## config.mk

```make
export PLATFORM = sky130hd
export DESIGN_NAME = sctr_regbank
export DESIGN_NICKNAME = d
export VERILOG_FILES = /design/src/rtl/sctr_regbank.v /design/src/rtl/sctr_sync.v
export VERILOG_INCLUDE_DIRS = /design/src /design/src/rtl
export SDC_FILE = /design/constraint.sdc
export NUM_CORES = 1
export LEC_CHECK = 0
export ABC_AREA = 1
export BUFFER_PORTS_ARGS = -buffer_cell sky130_fd_sc_hd__buf_2
export CAP_MARGIN = 40
export CORE_MARGIN = 3
export CORE_UTILIZATION = 61
export CTS_CLUSTER_SIZE = 16
export DETAILED_ROUTE_END_ITERATION = 10
export PLACE_DENSITY = 0.78
export SYNTH_ARGS = -nofsm -noshare
export SYNTH_HDL_FRONTEND = slang
export SYNTH_SLANG_ARGS = --single-unit
```

## constraint.sdc

```tcl
create_clock -name mclk -period 1.9 [get_ports mclk]
set_input_delay 0.19 -clock mclk [delete_from_list [all_inputs] [get_ports mclk]]
set_output_delay 0.19 -clock mclk [all_outputs]
set_load 0.01 [all_outputs]
```

## src/rtl/sctr_defines.vh

```
// constants for the system control and thermal register bank
`ifndef SCTR_DEFINES_VH
`define SCTR_DEFINES_VH
// ---------------------------------------------------------------
// register offsets
// ---------------------------------------------------------------
`define SCTR_OFF_SYSCTL2     8'h37
`define SCTR_OFF_DERATE      8'h61
`define SCTR_OFF_COLD        8'h62
`define SCTR_OFF_COOL        8'h63
`define SCTR_OFF_WARM        8'h64
`define SCTR_OFF_HOT         8'h65
`define SCTR_OFF_PGMODE      8'h36
// ---------------------------------------------------------------
// reset values
// ---------------------------------------------------------------
`define SCTR_RST_SYSCTL2     8'h40
`define SCTR_RST_DERATE      8'h34
`define SCTR_RST_COLD        8'h7C
`define SCTR_RST_COOL        8'h6D
`define SCTR_RST_WARM        8'h38
`define SCTR_RST_HOT         8'h27
`define SCTR_RST_PGMODE      8'h00
// ---------------------------------------------------------------
// field positions
// ---------------------------------------------------------------
`define SCTR_RAIL_HI         7
`define SCTR_RAIL_LO         5
`define SCTR_GPO_BIT         4
`define SCTR_WD_BIT          1
`define SCTR_CHGDIS_BIT      0
`define SCTR_VDER_HI         6
`define SCTR_VDER_LO         4
`define SCTR_IDER_HI         2
`define SCTR_IDER_LO         0
`define SCTR_PGM_HI          3
`define SCTR_PGM_LO          2
// writable masks: sysctl2 bits 3-2 reserved read as zero
`define SCTR_MASK_SYSCTL2    8'hF3
`define SCTR_MASK_PGMODE     8'hFF
// ---------------------------------------------------------------
// timing
// ---------------------------------------------------------------
`define SCTR_WD_TIME_S       32'h0000000E
`define SCTR_CLK_HZ          32'h07735940
`define SCTR_WD_CYCLES       (`SCTR_WD_TIME_S * `SCTR_CLK_HZ)
// hardware reset pulse length in cycles
`define SCTR_HWRST_CYCLES    5'h10
`endif

```

## src/rtl/sctr_regbank.v

```verilog
// system control and thermal threshold register bank
`timescale 1ns/100ps
`default_nettype none
`include "sctr_defines.vh"
module sctr_regbank #(
  parameter [31:0] WD_CYCLES    = `SCTR_WD_CYCLES,
  parameter [4:0]  HWRST_CYCLES = `SCTR_HWRST_CYCLES
) (
  // clock and reset
  input  wire       mclk,
  input  wire       rstn,
  // register access from the serial bus slave
  input  wire       reg_wr,
  input  wire       reg_rd,
  input  wire [7:0] reg_addr,
  input  wire [7:0] reg_wdata,
  output reg  [7:0] reg_rdata_q,
  input  wire       bus_txn_done,
  // pins and analog side
  input  wire       input_supply_good,
  input  wire       charge_en_pin_n,
  input  wire       input_power_good,
  input  wire       button_level_n,
  input  wire [7:0] thermistor_sense,
  output wire       power_good_pin_n_o,
  output wire       power_good_pin_n_oe,
  // control outputs
  output reg  [2:0] sys_rail_target_sel_q,
  output reg        charge_allowed_q,
  output reg  [2:0] zone_q,
  output reg  [2:0] warm_voltage_derate_q,
  output reg  [2:0] thermal_current_derate_q,
  output reg        hw_reset_q
);
  // ---------------------------------------------------------------
  // zone codes
  // ---------------------------------------------------------------
  localparam [2:0] ZN_NORMAL = 3'h0;
  localparam [2:0] ZN_COLD   = 3'h1;
  localparam [2:0] ZN_COOL   = 3'h2;
  localparam [2:0] ZN_WARM   = 3'h3;
  localparam [2:0] ZN_HOT    = 3'h4;
  // watchdog states
  localparam [1:0] WD_IDLE   = 2'h0;
  localparam [1:0] WD_RUN    = 2'h1;
  localparam [1:0] WD_DONE   = 2'h2;

  // ---------------------------------------------------------------
  // registers
  // ---------------------------------------------------------------
  reg  [7:0]  sysctl2_q;
  reg  [7:0]  derate_q;
  reg  [7:0]  cold_q;
  reg  [7:0]  cool_q;
  reg  [7:0]  warm_q;
  reg  [7:0]  hot_q;
  reg  [7:0]  pgmode_q;
  reg  [1:0]  wd_state_q;
  reg  [31:0] wd_cnt_q;
  reg  [4:0]  hwrst_cnt_q;
  reg         supply_prev_q;
  wire        supply_s;
  wire        ce_s;
  wire        good_s;
  wire        btn_s;
  wire        wd_fire;

  // pin inputs from outside the clock domain
  sctr_sync #(.RST_VAL(1'b0)) u_sync_supply (.mclk(mclk), .rstn(rstn), .din(input_supply_good), .dout_q(supply_s));
  sctr_sync #(.RST_VAL(1'b1)) u_sync_ce     (.mclk(mclk), .rstn(rstn), .din(charge_en_pin_n),   .dout_q(ce_s));
  sctr_sync #(.RST_VAL(1'b0)) u_sync_good   (.mclk(mclk), .rstn(rstn), .din(input_power_good),  .dout_q(good_s));
  sctr_sync #(.RST_VAL(1'b1)) u_sync_btn    (.mclk(mclk), .rstn(rstn), .din(button_level_n),    .dout_q(btn_s));

  function [7:0] sel_rd;
    input [7:0] a;
    input [7:0] r0, r1, r2, r3, r4, r5, r6;
    begin
      case (a)
        `SCTR_OFF_SYSCTL2: sel_rd = r0 & `SCTR_MASK_SYSCTL2;
        `SCTR_OFF_DERATE:  sel_rd = r1;
        `SCTR_OFF_COLD:    sel_rd = r2;
        `SCTR_OFF_COOL:    sel_rd = r3;
        `SCTR_OFF_WARM:    sel_rd = r4;
        `SCTR_OFF_HOT:     sel_rd = r5;
        `SCTR_OFF_PGMODE:  sel_rd = r6;
        default:           sel_rd = 8'h00;
      endcase
    end
  endfunction

  // ---------------------------------------------------------------
  // register writes; hardware reset returns every default
  // ---------------------------------------------------------------
  always @(posedge mclk or negedge rstn) begin
    if (!rstn) begin
      sysctl2_q <= `SCTR_RST_SYSCTL2;
      derate_q  <= `SCTR_RST_DERATE;
      cold_q    <= `SCTR_RST_COLD;
      cool_q    <= `SCTR_RST_COOL;
      warm_q    <= `SCTR_RST_WARM;
      hot_q     <= `SCTR_RST_HOT;
      pgmode_q  <= `SCTR_RST_PGMODE;
    end else if (hw_reset_q) begin
      sysctl2_q <= `SCTR_RST_SYSCTL2;
      derate_q  <= `SCTR_RST_DERATE;
      cold_q    <= `SCTR_RST_COLD;
      cool_q    <= `SCTR_RST_COOL;
      warm_q    <= `SCTR_RST_WARM;
      hot_q     <= `SCTR_RST_HOT;
      pgmode_q  <= `SCTR_RST_PGMODE;
    end else if (reg_wr) begin
      case (reg_addr)
        `SCTR_OFF_SYSCTL2: sysctl2_q <= reg_wdata & `SCTR_MASK_SYSCTL2;
        `SCTR_OFF_DERATE:  derate_q  <= reg_wdata;
        `SCTR_OFF_COLD:    cold_q    <= reg_wdata;
        `SCTR_OFF_COOL:    cool_q    <= reg_wdata;
        `SCTR_OFF_WARM:    warm_q    <= reg_wdata;
        `SCTR_OFF_HOT:     hot_q     <= reg_wdata;
        `SCTR_OFF_PGMODE:  pgmode_q  <= reg_wdata;
        default: begin
        end
      endcase
    end
  end

  // read data registered on the read strobe; unmapped reads zero
  always @(posedge mclk or negedge rstn) begin
    if (!rstn) begin
      reg_rdata_q <= 8'h00;
    end else if (reg_rd) begin
      reg_rdata_q <= sel_rd(reg_addr, sysctl2_q, derate_q, cold_q, cool_q, warm_q, hot_q, pgmode_q);
    end
  end

  // ---------------------------------------------------------------
  // post-attach watchdog
  // ---------------------------------------------------------------
  assign wd_fire = (wd_state_q == WD_RUN) && (wd_cnt_q >= WD_CYCLES - 32'h1);

  always @(posedge mclk or negedge rstn) begin
    if (!rstn) begin
      wd_state_q <= WD_IDLE;
      wd_cnt_q   <= 32'h0;
      supply_prev_q <= 1'b0;
    end else begin
      supply_prev_q <= supply_s;
      case (wd_state_q)
        WD_IDLE: begin
          wd_cnt_q <= 32'h0;
          // armed afresh on each new input attach
          if (supply_s && !supply_prev_q && sysctl2_q[`SCTR_WD_BIT]) begin
            wd_state_q <= WD_RUN;
          end
        end
        WD_RUN: begin
          wd_cnt_q <= wd_cnt_q + 32'h1;
          if (!supply_s || !sysctl2_q[`SCTR_WD_BIT] || hw_reset_q) begin
            wd_state_q <= WD_IDLE;
          end else if (bus_txn_done) begin
            wd_state_q <= WD_DONE;
          end else if (wd_fire) begin
            wd_state_q <= WD_DONE;
          end
        end
        WD_DONE: begin
          wd_cnt_q <= 32'h0;
          if (!supply_s) begin
            wd_state_q <= WD_IDLE;
          end
        end
        default: wd_state_q <= WD_IDLE;
      endcase
    end
  end

  // reset pulse; a transaction in the final cycle still wins
  always @(posedge mclk or negedge rstn) begin
    if (!rstn) begin
      hwrst_cnt_q <= 5'h0;
      hw_reset_q  <= 1'b0;
    end else if (wd_fire && !bus_txn_done && supply_s && sysctl2_q[`SCTR_WD_BIT]) begin
      hwrst_cnt_q <= HWRST_CYCLES - 5'h1;
      hw_reset_q  <= 1'b1;
    end else if (hwrst_cnt_q != 5'h0) begin
      hwrst_cnt_q <= hwrst_cnt_q - 5'h1;
    end else begin
      hw_reset_q  <= 1'b0;
    end
  end

  // ---------------------------------------------------------------
  // power good pin: 1x general output, 00 input good, 01 button
  // ---------------------------------------------------------------
  reg pin_pull_q;
  always @(posedge mclk or negedge rstn) begin
    if (!rstn) begin
      pin_pull_q <= 1'b0;
    end else if (pgmode_q[`SCTR_PGM_HI]) begin
      pin_pull_q <= !sysctl2_q[`SCTR_GPO_BIT];
    end else if (pgmode_q[`SCTR_PGM_LO]) begin
      pin_pull_q <= !btn_s;
    end else begin
      pin_pull_q <= good_s;
    end
  end
  // open drain: only ever drives low
  assign power_good_pin_n_o  = 1'b0;
  assign power_good_pin_n_oe = pin_pull_q;

  // ---------------------------------------------------------------
  // control outputs and thermal zone
  // ---------------------------------------------------------------
  always @(posedge mclk or negedge rstn) begin
    if (!rstn) begin
      sys_rail_target_sel_q    <= 3'h2;
      charge_allowed_q         <= 1'b0;
      zone_q                   <= ZN_NORMAL;
      warm_voltage_derate_q    <= 3'h0;
      thermal_current_derate_q <= 3'h0;
    end else begin
      sys_rail_target_sel_q <= sysctl2_q[`SCTR_RAIL_HI:`SCTR_RAIL_LO];
      charge_allowed_q      <= !sysctl2_q[`SCTR_CHGDIS_BIT] && !ce_s && !hw_reset_q;
      // higher sense voltage means colder with an ntc divider
      if (thermistor_sense >= cold_q) begin
        zone_q <= ZN_COLD;
      end else if (thermistor_sense >= cool_q) begin
        zone_q <= ZN_COOL;
      end else if (thermistor_sense <= hot_q) begin
        zone_q <= ZN_HOT;
      end else if (thermistor_sense <= warm_q) begin
        zone_q <= ZN_WARM;
      end else begin
        zone_q <= ZN_NORMAL;
      end
      if (zone_q == ZN_WARM) begin
        warm_voltage_derate_q    <= derate_q[`SCTR_VDER_HI:`SCTR_VDER_LO];
        thermal_current_derate_q <= derate_q[`SCTR_IDER_HI:`SCTR_IDER_LO];
      end else begin
        warm_voltage_derate_q    <= 3'h0;
        thermal_current_derate_q <= 3'h0;
      end
    end
  end
endmodule // sctr_regbank
`default_nettype wire

```

## src/rtl/sctr_sync.v

```verilog
// three-flop synchroniser with agreement filter
`timescale 1ns/100ps
`default_nettype none
module sctr_sync #(
  parameter RST_VAL = 1'b0
) (
  // clock and reset
  input  wire mclk,
  input  wire rstn,
  // signal
  input  wire din,
  output reg  dout_q
);
  reg s1_q;
  reg s2_q;
  reg s3_q;
  always @(posedge mclk or negedge rstn) begin
    if (!rstn) begin
      // start at the pin's idle level so no false edge follows reset
      s1_q   <= RST_VAL;
      s2_q   <= RST_VAL;
      s3_q   <= RST_VAL;
      dout_q <= RST_VAL;
    end else begin
      s1_q <= din;
      s2_q <= s1_q;
      s3_q <= s2_q;
      // change counts only when stages two and three agree
      if (s2_q == s3_q) begin
        dout_q <= s3_q;
      end
    end
  end
endmodule // sctr_sync
`default_nettype wire

```

Word level (Yosys, flattened, before mapping) --
Index checks and enable logic that the tools add are counted.
Storage, ports and cells: bits in registers 135, bits of input ports 33, output and inout bits 24
Operators by class: add/subtract/negate cells 2, magnitude comparators 5, equality and inequality tests 18, mux-type cells 41, reductions and logical operators 40
Operators by type and width (count):
- 8-bit two-way mux | 21
- 32-bit one-hot mux with 2 select lines | 1
- 8-bit one-hot mux with 7 select lines | 1
- 8-bit by 7-bit equality test with 1-bit output, second input constant | 5
- 32-bit by 1-bit adder with 32-bit output, second input constant | 1
- 32-bit by 31-bit greater-or-equal comparator with 1-bit output, second input constant | 1
- 2-bit nonzero test | 10
- 8-bit by 6-bit equality test with 1-bit output, second input constant | 2
- 8-bit greater-or-equal comparator | 2
- 8-bit <= comparator | 2
- 3-bit two-way mux | 5
- 2-bit AND reduction | 7
- 2-bit two-way mux | 6
- 5-bit two-way mux | 2
- 1-bit logical NOT | 9
- 1-bit logical AND | 8
- 2-bit != test, second input constant | 3
- 2-bit one-hot mux with 3 select lines | 1
- 5-bit nonzero test | 1
- 5-bit by 1-bit subtractor with 5-bit output, second input constant | 1
- 1-bit equality test | 4
- 1-bit two-way mux | 4
- 4-bit by 3-bit != test with 1-bit output, second input constant | 1
- 3-bit by 2-bit equality test with 1-bit output, second input constant | 1
- other kinds (6) | 7

Logic depth before layout (Yosys ltp) --
Gate-level depths: netlist (run 1).
depth after elaboration 6, mapped depth 13, gate-level depth less buffers 13

Hierarchy --
A second synthesis (run 1) with hierarchy kept.
Unflattened totals: cell total of the unflattened synthesis 922, area, all modules 7169.4 sq um
By module, submodules not included:
- sctr_regbank | instances 1, cells each 890, area each 6693.9 sq um, sequential area each 2955.3 sq um
- sctr_sync (u_sync_btn ...) | instances 2, cells each 8, area each 121.4 sq um, sequential area each 105.1 sq um
- sctr_sync (u_sync_good ...) | instances 2, cells each 8, area each 116.4 sq um, sequential area each 100.1 sq um

Least setup slack after synthesis (run 1) --
No wires, ideal clock.
path type reg2reg, start register hot_q[1], end register zone_q[1], library setup time 0.078 ns, arrival 1.495 ns, setup slack 0.327 ns, cell stages (with the launch flop) 11, clock period less this slack 1.573 ns, path through dfstp_2 inv_1 ha_1 inv_1 nor2_1 nor2_1 o21ai_0 nand2_1 a21oi_1 nand2_1 a21oi_1
Between the ends: cells in the longest elaborated chain, start to end 4
RTL lines:
- from (decl) | RTL line sctr_regbank.v:56 | reg [7:0] hot_q;
- from (signal assigned) | RTL line sctr_regbank.v:101 | hot_q <= `SCTR_RST_HOT;
- from (signal assigned) | RTL line sctr_regbank.v:109 | hot_q <= `SCTR_RST_HOT;
- from (signal assigned) | RTL line sctr_regbank.v:118 | `SCTR_OFF_HOT: hot_q <= reg_wdata;
- 8-bit <= comparator | RTL line sctr_regbank.v:228 | end else if (thermistor_sense <= hot_q) begin
- 3-bit two-way mux | RTL line sctr_regbank.v:228
- 3-bit two-way mux | RTL line sctr_regbank.v:226 | end else if (thermistor_sense >= cool_q) begin
- 3-bit two-way mux | RTL line sctr_regbank.v:224 | if (thermistor_sense >= cold_q) begin
- to (signal assigned) | RTL line sctr_regbank.v:225 | zone_q <= ZN_COLD;
- to (signal assigned) | RTL line sctr_regbank.v:227 | zone_q <= ZN_COOL;
- to (signal assigned) | RTL line sctr_regbank.v:229 | zone_q <= ZN_HOT;
- to (decl) | RTL line sctr_regbank.v:30 | output reg [2:0] zone_q,
No other way between the ends. A chain may end at the register's enable or synchronous reset.

Final worst setup path (run 1) --
start register cool_q[5], end register zone_q[1]
Between the ends: cells in the longest elaborated chain, start to end 3
RTL lines:
- from (decl) | RTL line sctr_regbank.v:54 | reg [7:0] cool_q;
- from (signal assigned) | RTL line sctr_regbank.v:99 | cool_q <= `SCTR_RST_COOL;
- from (signal assigned) | RTL line sctr_regbank.v:107 | cool_q <= `SCTR_RST_COOL;
- from (signal assigned) | RTL line sctr_regbank.v:116 | `SCTR_OFF_COOL: cool_q <= reg_wdata;
- 8-bit greater-or-equal comparator | RTL line sctr_regbank.v:226
- 3-bit two-way mux | RTL line sctr_regbank.v:226
- 3-bit two-way mux | RTL line sctr_regbank.v:224
No other way between the ends.

==> results of run 1 <==
==> layout by cell type (no fill, tap or decap), types with 10 or more instances in the layout <==
| master | count |
|---|---|
| sky130_fd_sc_hd__clkbuf_16 | 17 |
| sky130_fd_sc_hd__ha_1 | 35 |
| sky130_fd_sc_hd__dfstp_2 | 30 |
| sky130_fd_sc_hd__nor2_4 | 10 |
| sky130_fd_sc_hd__nand3_1 | 52 |
| sky130_fd_sc_hd__a21oi_1 | 33 |
| sky130_fd_sc_hd__nor2_1 | 86 |
| sky130_fd_sc_hd__nor3_1 | 20 |
| sky130_fd_sc_hd__buf_2 | 54 |
| sky130_fd_sc_hd__o21ai_2 | 10 |
| sky130_fd_sc_hd__o21ai_0 | 66 |
| sky130_fd_sc_hd__buf_4 | 15 |
| sky130_fd_sc_hd__nand2_1 | 202 |
| sky130_fd_sc_hd__dfrtp_1 | 103 |
| sky130_fd_sc_hd__o21ai_1 | 20 |
| sky130_fd_sc_hd__nand4_1 | 13 |
| sky130_fd_sc_hd__inv_1 | 129 |
==> registers in the layout, indices dropped and copies added (netlist names), 2 cells and up <==
| signal | cells |
|---|---|
| warm_q | 8 |
| cool_q | 8 |
| sys_rail_target_sel_q | 3 |
| wd_state_q | 2 |
| hot_q | 8 |
| wd_cnt_q | 32 |
| reg_rdata_q | 8 |
| cold_q | 8 |
| warm_voltage_derate_q | 3 |
| derate_q | 8 |
| pgmode_q | 8 |
| zone_q | 3 |
| sysctl2_q | 6 |
| hwrst_cnt_q | 5 |
| thermal_current_derate_q | 3 |
==> worst max-delay path: stages (launching register included) <==
cell	delay [ps]
sky130_fd_sc_hd__dfstp_2	540
sky130_fd_sc_hd__inv_1	60
sky130_fd_sc_hd__ha_1	300
sky130_fd_sc_hd__a21oi_1	150
sky130_fd_sc_hd__nor2_1	50
sky130_fd_sc_hd__a211oi_1	180
sky130_fd_sc_hd__nand3b_1	200
sky130_fd_sc_hd__inv_1	100
sky130_fd_sc_hd__a21oi_1	60
==> logic make-up (layout without fill, tap and decap cells) <==
group | Yosys count | in the layout | share of synthesized area (%)
AND/OR/NAND/NOR | 417 | 417 | 26.68
buffers and inverters | 153 | 245 | 8.866
AO/OA/AOI/OAI | 148 | 148 | 11.63
flip-flops | 133 | 133 | 45.87
adder cells (fa/ha/maj) | 39 | 39 | 6.513
XOR/XNOR | 2 | 2 | 0.2387
other | 1 | 1 | 0.05110
multiplexers | 1 | 1 | 0.1534
==> how the worst min path moves through the flow <==
stage | start | endpoint | cells after the start
finish | reg_wdata[1] | hot_q[1] | 3
global route | reg_wdata[1] | hot_q[1] | 3
detailed placement | rstn | thermal_current_derate_q[2] | 1
floorplan | rstn | charge_allowed_q | 0
CTS | reg_wdata[1] | hot_q[1] | 3
global placement | rstn | thermal_current_derate_q[2] | 1
==> repair_timing <==
item / 4_1_cts / 5_1_grt
buffers inserted: 0 / 1
resized for setup: 0 / 3
endpoints found under the setup margin: 0 / 6
hold endpoints to repair: 40 / 0
hold buffers: 5 / 0
==> power breakdown <==
part / total, mW / leakage (nW) / switching (mW) / internal [mW]
Clock: 3.25 / 0.274 / 1.31 / 1.94
Sequential: 2.96 / 1.72 / 0.0374 / 2.92
Combinational: 0.434 / 2.26 / 0.287 / 0.148
Total: 6.64 / 4.26 / 1.63 / 5.01
==> layout make-up <==
type,instances,area (µm²)
multi-input cells,608,3338
fillers,901,3082
clock buffers,18,429.2
well taps,143,178.9
inverters,135,514.2
repair buffers,78,504.2
clock inverters,14,152.6
flip-flops and latches,133,3366
==> metal layers <==
metal	global-route usage, %	vias to the layer above	share of wire [%]
li1	-	3060	-
met1	43.98	2963	46
met2	40.97	277	43
met3	8.668	29	9.6
met4	8.353	0	1.6
met5	0	-	0
==> per-stage QoR <==
step | setup WS, ps | cells | cell area (µm²) | TNS (ps) | total power [mW]
4_1_cts | 80.22 | 1128 | 8459 | 0 | 6.665
6_report | 122.3 | 1129 | 8483 | 0 | 6.640
5_1_grt | -1.530 | 1129 | 8483 | -1.530 | 6.839
3_5_place_dp | 108.8 | 1091 | 7828 | 0 | 3.427
2_1_floorplan | 327.4 | 894 | 7338 | 0 | 3.208
3_3_place_gp | 146.0 | 1091 | 7828 | 0 | 3.417
==> impl_metrics.env, run 1 <==
export IMPL_share_of_post_route_cells_with_drive_strength_above_1_pct=19.47
export IMPL_synthesis_instances=894
export IMPL_coreArea_um2=11560
export IMPL_final_hold_viol_count=0
export IMPL_finalClockSkew_ps=9.734
export IMPL_power_per_cell_area_nw_per_um2=782.7
export IMPL_mappedNetlistNets=962
export IMPL_post_dp_hpwl_mm=13.66
export IMPL_grt_total_usage_pct=29.11
export IMPL_pin_count=57
export IMPL_postRouteAntennaNets=0
export IMPL_synth_common_cells="sky130_fd_sc_hd__nand2_1 (202), sky130_fd_sc_hd__inv_1 (129), sky130_fd_sc_hd__dfrtp_1 (103), sky130_fd_sc_hd__nor2_1 (86), sky130_fd_sc_hd__o21ai_0 (66)"
export IMPL_max_cap_violations=0
export IMPL_crit_fanout=3
export IMPL_fin_hold_ws_ps=35.12
export IMPL_grt_pass1_vias=5834
export IMPL_clock_tree_htree_level_count=4
export IMPL_finalWirelength_mm=18.23
export IMPL_worst_setup_path_type="flip-flop to flip-flop"
export IMPL_timing_critical_path_to="zone_q[1]"
export IMPL_worst_endpoint_arrival_ps=2070
export IMPL_max_clock_path_buffers=2
export IMPL_worst_ep_required_time_ps=2200
export IMPL_drc_violation_total_after_the_first_tritonroute_iteration=667
export IMPL_count_of_synthesis_stage_warnings_from_yosys=0
export IMPL_rows=39
export IMPL_ys_async_sr_fraction_pct=100.0
export IMPL_max_freq_ghz=0.5625
export IMPL_number_of_antenna_violations_at_the_first_check_in_global_routing=0
export IMPL_power_ir_vdd_worst_mv=0.7073
export IMPL_yosysUniqueCellTypes=50
export IMPL_cts_buffers=17
export IMPL_ys_seq_area_share_pct=45.87
export IMPL_synth_top_area_cell="sky130_fd_sc_hd__dfrtp_1"
export IMPL_postSynth_topFlopCell="sky130_fd_sc_hd__dfrtp_1"
export IMPL_synth_top_cell_area_share_pct=35.12
export IMPL_slew_limit_headroom_pct=62.65
export IMPL_place_gp_congestion=0.9561
export IMPL_reg2reg_to="zone_q[1]"
export IMPL_insertion_delay_ps=430
export IMPL_start_util_pct=63.45
export IMPL_fp_dieArea_um2=13380
export IMPL_critical_path_reg2reg_startpoint="cool_q[5]"
export IMPL_crit_path_end_kind="flip-flop"
export IMPL_vias=6329
export IMPL_post_synth_top_count_cell="sky130_fd_sc_hd__nand2_1"
export IMPL_pin_count_of_the_biggest_net_entering_global_routing=41
export IMPL_outcome="finished, final reports clean"
export IMPL_post_synth_edffs=0
export IMPL_die_w_um=115.7
export IMPL_setup_worst_path_start_class="flip-flop"
export IMPL_finalSetupViolCount=0
export IMPL_regToRegSetupSlack_ps=120
export IMPL_yosys_register_bits=133
export IMPL_clkTransAtPathRegs_ps=60
export IMPL_final_max_slew_viol_count=0
export IMPL_timing_critical_path_from="cool_q[5]"
export IMPL_syn_mean_instance_area_um2=8.208
export IMPL_floorplan_die_height_um=115.7
export IMPL_drc_violations=0
export IMPL_nNetsFinal=1041
export IMPL_finish_utilization_pct=73.35
export IMPL_grt_first_pass_wirelength_mm=29.66
export IMPL_clock_root_buffer="sky130_fd_sc_hd__clkbuf_16"
export IMPL_numClockSinks=133
export IMPL_wl_per_cell_um=16.14
export IMPL_firstDrtPassIters=7
export IMPL_place_port_buffers=55
export IMPL_post_synth_instance_area_um2=7338
export IMPL_worstRegToRegCells=8
export IMPL_worstHoldPathType="input port to flip-flop"
export IMPL_timing_worst_slew_pin_value_ps=559.6
export IMPL_post_route_min_period_ps=1778
export IMPL_insertedDiodeCount=0
export IMPL_vias_per_inst=5.606
export IMPL_post_synth_main_area_contributors="sky130_fd_sc_hd__dfrtp_1 (35%), sky130_fd_sc_hd__dfstp_2 (11%), sky130_fd_sc_hd__nand2_1 (10%)"
export IMPL_tritoncts_clock_tree="done"
export IMPL_globalRoute_totalOverflow=0
export IMPL_areaGrowthSynthToFinish_pct=15.60
export IMPL_static_leakage_power_nw=4.257
export IMPL_final_min_period_over_clock_period_pct=93.57
(Power assumes the default switching activity.)
==> inputs of run 2 (changes only) <==
CORE_UTILIZATION = 60   (was 61)
PLACE_DENSITY = 0.77   (was 0.78)
SYNTH_HIERARCHICAL = 1   (was not set)
==> impl_metrics.env, run 2 <==
export IMPL_crit_family="flip-flops"
export IMPL_post_synth_main_area_contributors="sky130_fd_sc_hd__dfrtp_1 (36%), sky130_fd_sc_hd__nand2_1 (14%), sky130_fd_sc_hd__dfstp_2 (11%)"
export IMPL_clock_tree_htree_level_count=4
export IMPL_place_port_buffers=55
export IMPL_holdPathStages=3
export IMPL_post_dp_hpwl_mm=13.30
export IMPL_post_synth_top_count_cell="sky130_fd_sc_hd__nand2_1"
export IMPL_max_cap_violations=0
export IMPL_max_freq_ghz=0.5690
export IMPL_postSynth_topFlopCell="sky130_fd_sc_hd__dfrtp_1"
export IMPL_slew_limit_headroom_pct=57.92
export IMPL_synth_top_area_cell="sky130_fd_sc_hd__dfrtp_1"
export IMPL_synth_top_cell_area_share_pct=35.95
export IMPL_multi_input_area_um2=3264
export IMPL_setup_worst_path_start_class="flip-flop"
export IMPL_post_route_min_period_ps=1757
export IMPL_final_min_period_over_clock_period_pct=92.49
export IMPL_vias=6308
export IMPL_number_of_antenna_violations_at_the_first_check_in_global_routing=0
export IMPL_timing_critical_path_cells="inv_1, ha_1, inv_1, nor2_1, nor2_1, o21ai_0, nand2_1, a21oi_2, nand2_1, a21oi_1"
export IMPL_postRouteAntennaNets=0
export IMPL_finalSetupViolCount=0
export IMPL_clock_root_buffer="sky130_fd_sc_hd__clkbuf_16"
export IMPL_static_leakage_power_nw=4.365
export IMPL_final_hold_viol_count=0
export IMPL_pin_count=57
export IMPL_crit_path_max_incr_delay_ps=530
export IMPL_final_max_slew_viol_count=0
export IMPL_drc_violation_total_after_the_first_tritonroute_iteration=602
export IMPL_grt_total_usage_pct=28.69
export IMPL_cts_buffers=17
export IMPL_grt_first_pass_wirelength_mm=29.49
export IMPL_cts_setup_buffers=0
export IMPL_insertion_delay_ps=420
export IMPL_ys_async_sr_fraction_pct=100.0
export IMPL_clkTransAtPathRegs_ps=60
export IMPL_post_synth_instance_area_um2=7169
export IMPL_crit_fanout=2
export IMPL_finalClockSkew_ps=11.14
export IMPL_mostFrequentLayoutCells="sky130_fd_sc_hd__nand2_1 (269), sky130_fd_sc_hd__inv_1 (124), sky130_fd_sc_hd__dfrtp_1 (103)"
export IMPL_worstRegToRegCells=10
export IMPL_area_sequential_um2=3366
export IMPL_count_of_synthesis_stage_warnings_from_yosys=6
export IMPL_path_buf_inv=2
export IMPL_worst_endpoint_arrival_ps=2090
export IMPL_mappedNetlistNets=990
export IMPL_syn_mean_instance_area_um2=7.776
export IMPL_power_ir_vdd_worst_mv=0.7151
export IMPL_ys_seq_area_share_pct=46.95
export IMPL_numClockSinks=133
export IMPL_largest_reg_flops=32
export IMPL_drc_violations=0
export IMPL_wl_per_cell_um=15.69
export IMPL_worstHoldPathType="input port to flip-flop"
export IMPL_share_of_post_route_cells_with_drive_strength_above_1_pct=16.34
export IMPL_fillerInstances=909
export IMPL_post_synth_edffs=0
export IMPL_power_per_cell_area_nw_per_um2=823.9
export IMPL_finish_utilization_pct=72.39
export IMPL_max_flop_register="wd_cnt_q"
export IMPL_crit_path_end_kind="flip-flop"
export IMPL_yosysUniqueCellTypes=44
export IMPL_place_gp_congestion=0.9450
export IMPL_grt_pass1_vias=5794
export IMPL_synth_common_cells="sky130_fd_sc_hd__nand2_1 (271), sky130_fd_sc_hd__inv_1 (124), sky130_fd_sc_hd__dfrtp_1 (103), sky130_fd_sc_hd__nor2_1 (101), sky130_fd_sc_hd__o21ai_0 (77)"
export IMPL_tritoncts_clock_tree="done"
export IMPL_layout_commonest_cell="sky130_fd_sc_hd__nand2_1"
export IMPL_postPlaceCellArea_um2=7654
export IMPL_firstDrtPassIters=6
export IMPL_outcome="finished, final reports clean"
export IMPL_critPathSlowestCell="sky130_fd_sc_hd__dfstp_2"
export IMPL_insertedDiodeCount=0
export IMPL_die_w_um=115.3
export IMPL_timing_worst_slew_pin_value_ps=631.2
export IMPL_yosys_register_bits=133
export IMPL_worst_ep_required_time_ps=2230
export IMPL_vias_per_inst=5.471
export IMPL_globalRoute_totalOverflow=0
export IMPL_areaGrowthSynthToFinish_pct=16.77
export IMPL_finalWirelength_mm=18.09
export IMPL_max_clock_path_buffers=2
export IMPL_pin_count_of_the_biggest_net_entering_global_routing=51
export IMPL_start_util_pct=61.99
export IMPL_worst_setup_path_type="flip-flop to flip-flop"
export IMPL_rows=39
export IMPL_cp_num_cells=10
export IMPL_nNetsFinal=1065
export IMPL_coreArea_um2=11560
export IMPL_synthesis_instances=922
export IMPL_fp_dieArea_um2=13300
export IMPL_floorplan_die_height_um=115.3
export IMPL_finish_instance_area_um2=8372
run 2: cell count changes in the layout (fill, tap and decap cells not counted), sizes merged, moves of 2 or more:
cell,previous run,this run
a21oi,34,39
buf,73,66
bufinv,2,4
inv,138,131
maj3,4,0
nand2,211,275
nand3,57,33
nand4,17,15
nor2,101,104
o211a,2,0
o21ai,97,91
o221ai,3,1
run 2: final cells by class:
class / instances / share of cell area, %
Sequential cell: 133 / 40.20
Multi-Input combinational cell: 645 / 38.99
Inverter: 129 / 5.784
Clock buffer: 18 / 5.246
Timing Repair Buffer: 71 / 5.246
Clock inverter: 14 / 2.391
Tap cell: 143 / 2.137
run 2: final timing paths:
path,slack (ps),startpoint,endpoint
max,140,hot_q[1],zone_q[1]
min,50,reg_wdata[1],hot_q[1]
max reg2reg,140,hot_q[1],zone_q[1]
min reg2reg,350,u_sync_supply/s1_q,u_sync_supply/s2_q
max in group asynchronous,1010,rstn,cool_q[5]
min in group asynchronous,250,rstn,thermal_current_derate_q[1]
run 2: cell families after synthesis:
| family | Yosys count | share of synthesized area, % |
|---|---|---|
| simple gates | 459 | 27.16 |
| compound gates | 147 | 11.43 |
| buf+inv | 144 | 7.923 |
| flops | 133 | 46.95 |
| fa+ha+maj | 35 | 6.108 |
| xor+xnor | 2 | 0.2444 |
| other cells | 1 | 0.05231 |
| mux | 1 | 0.1396 |
run 2: report_power, final:
| part | leakage (nW) | internal, mW | switching [mW] |
|---|---|---|---|
| combinational | 2.34 | 0.142 | 0.273 |
| clock | 0.304 | 2.25 | 1.26 |
| sequential | 1.72 | 2.93 | 0.0515 |
| total | 4.36 | 5.31 | 1.58 |
run 2: worst min-delay path, stage by stage:
cell and delay (ps):
sky130_fd_sc_hd__buf_2 90, sky130_fd_sc_hd__o21ai_0 70, sky130_fd_sc_hd__o21ai_0 70
run 2: metrics by stage:
stage / TNS [ps] / worst slack [ps] / cells / power, mW / hold slack [ps]
after detailed placement: 0 / 69.78 / 1116 / 3.430 / 120.7
after global routing: -8.836 / -8.836 / 1153 / 7.140 / 42.38
final: 0 / 142.7 / 1153 / 6.898 / 49.20
after global placement: 0 / 149.0 / 1115 / 3.413 / 122.7
after CTS: 0 / 50.92 / 1153 / 6.947 / 34.11
after floorplan: 0 / 327.6 / 922 / 3.212 / -105.6
run 2: what timing repair did:
| item | in CTS | in global routing |
|---|---|---|
| resized for setup | 0 | 10 |
| hold buffers | 5 | 0 |
| hold endpoints to repair | 41 | 0 |
| endpoints found under the setup margin | 0 | 13 |
run 2: per-layer routing:
layer	routed length, µm	GRT usage (%)
met5	0	0
met4	217	8.138
met3	1403	7.895
met2	7961	41.32
met1	8508	42.74
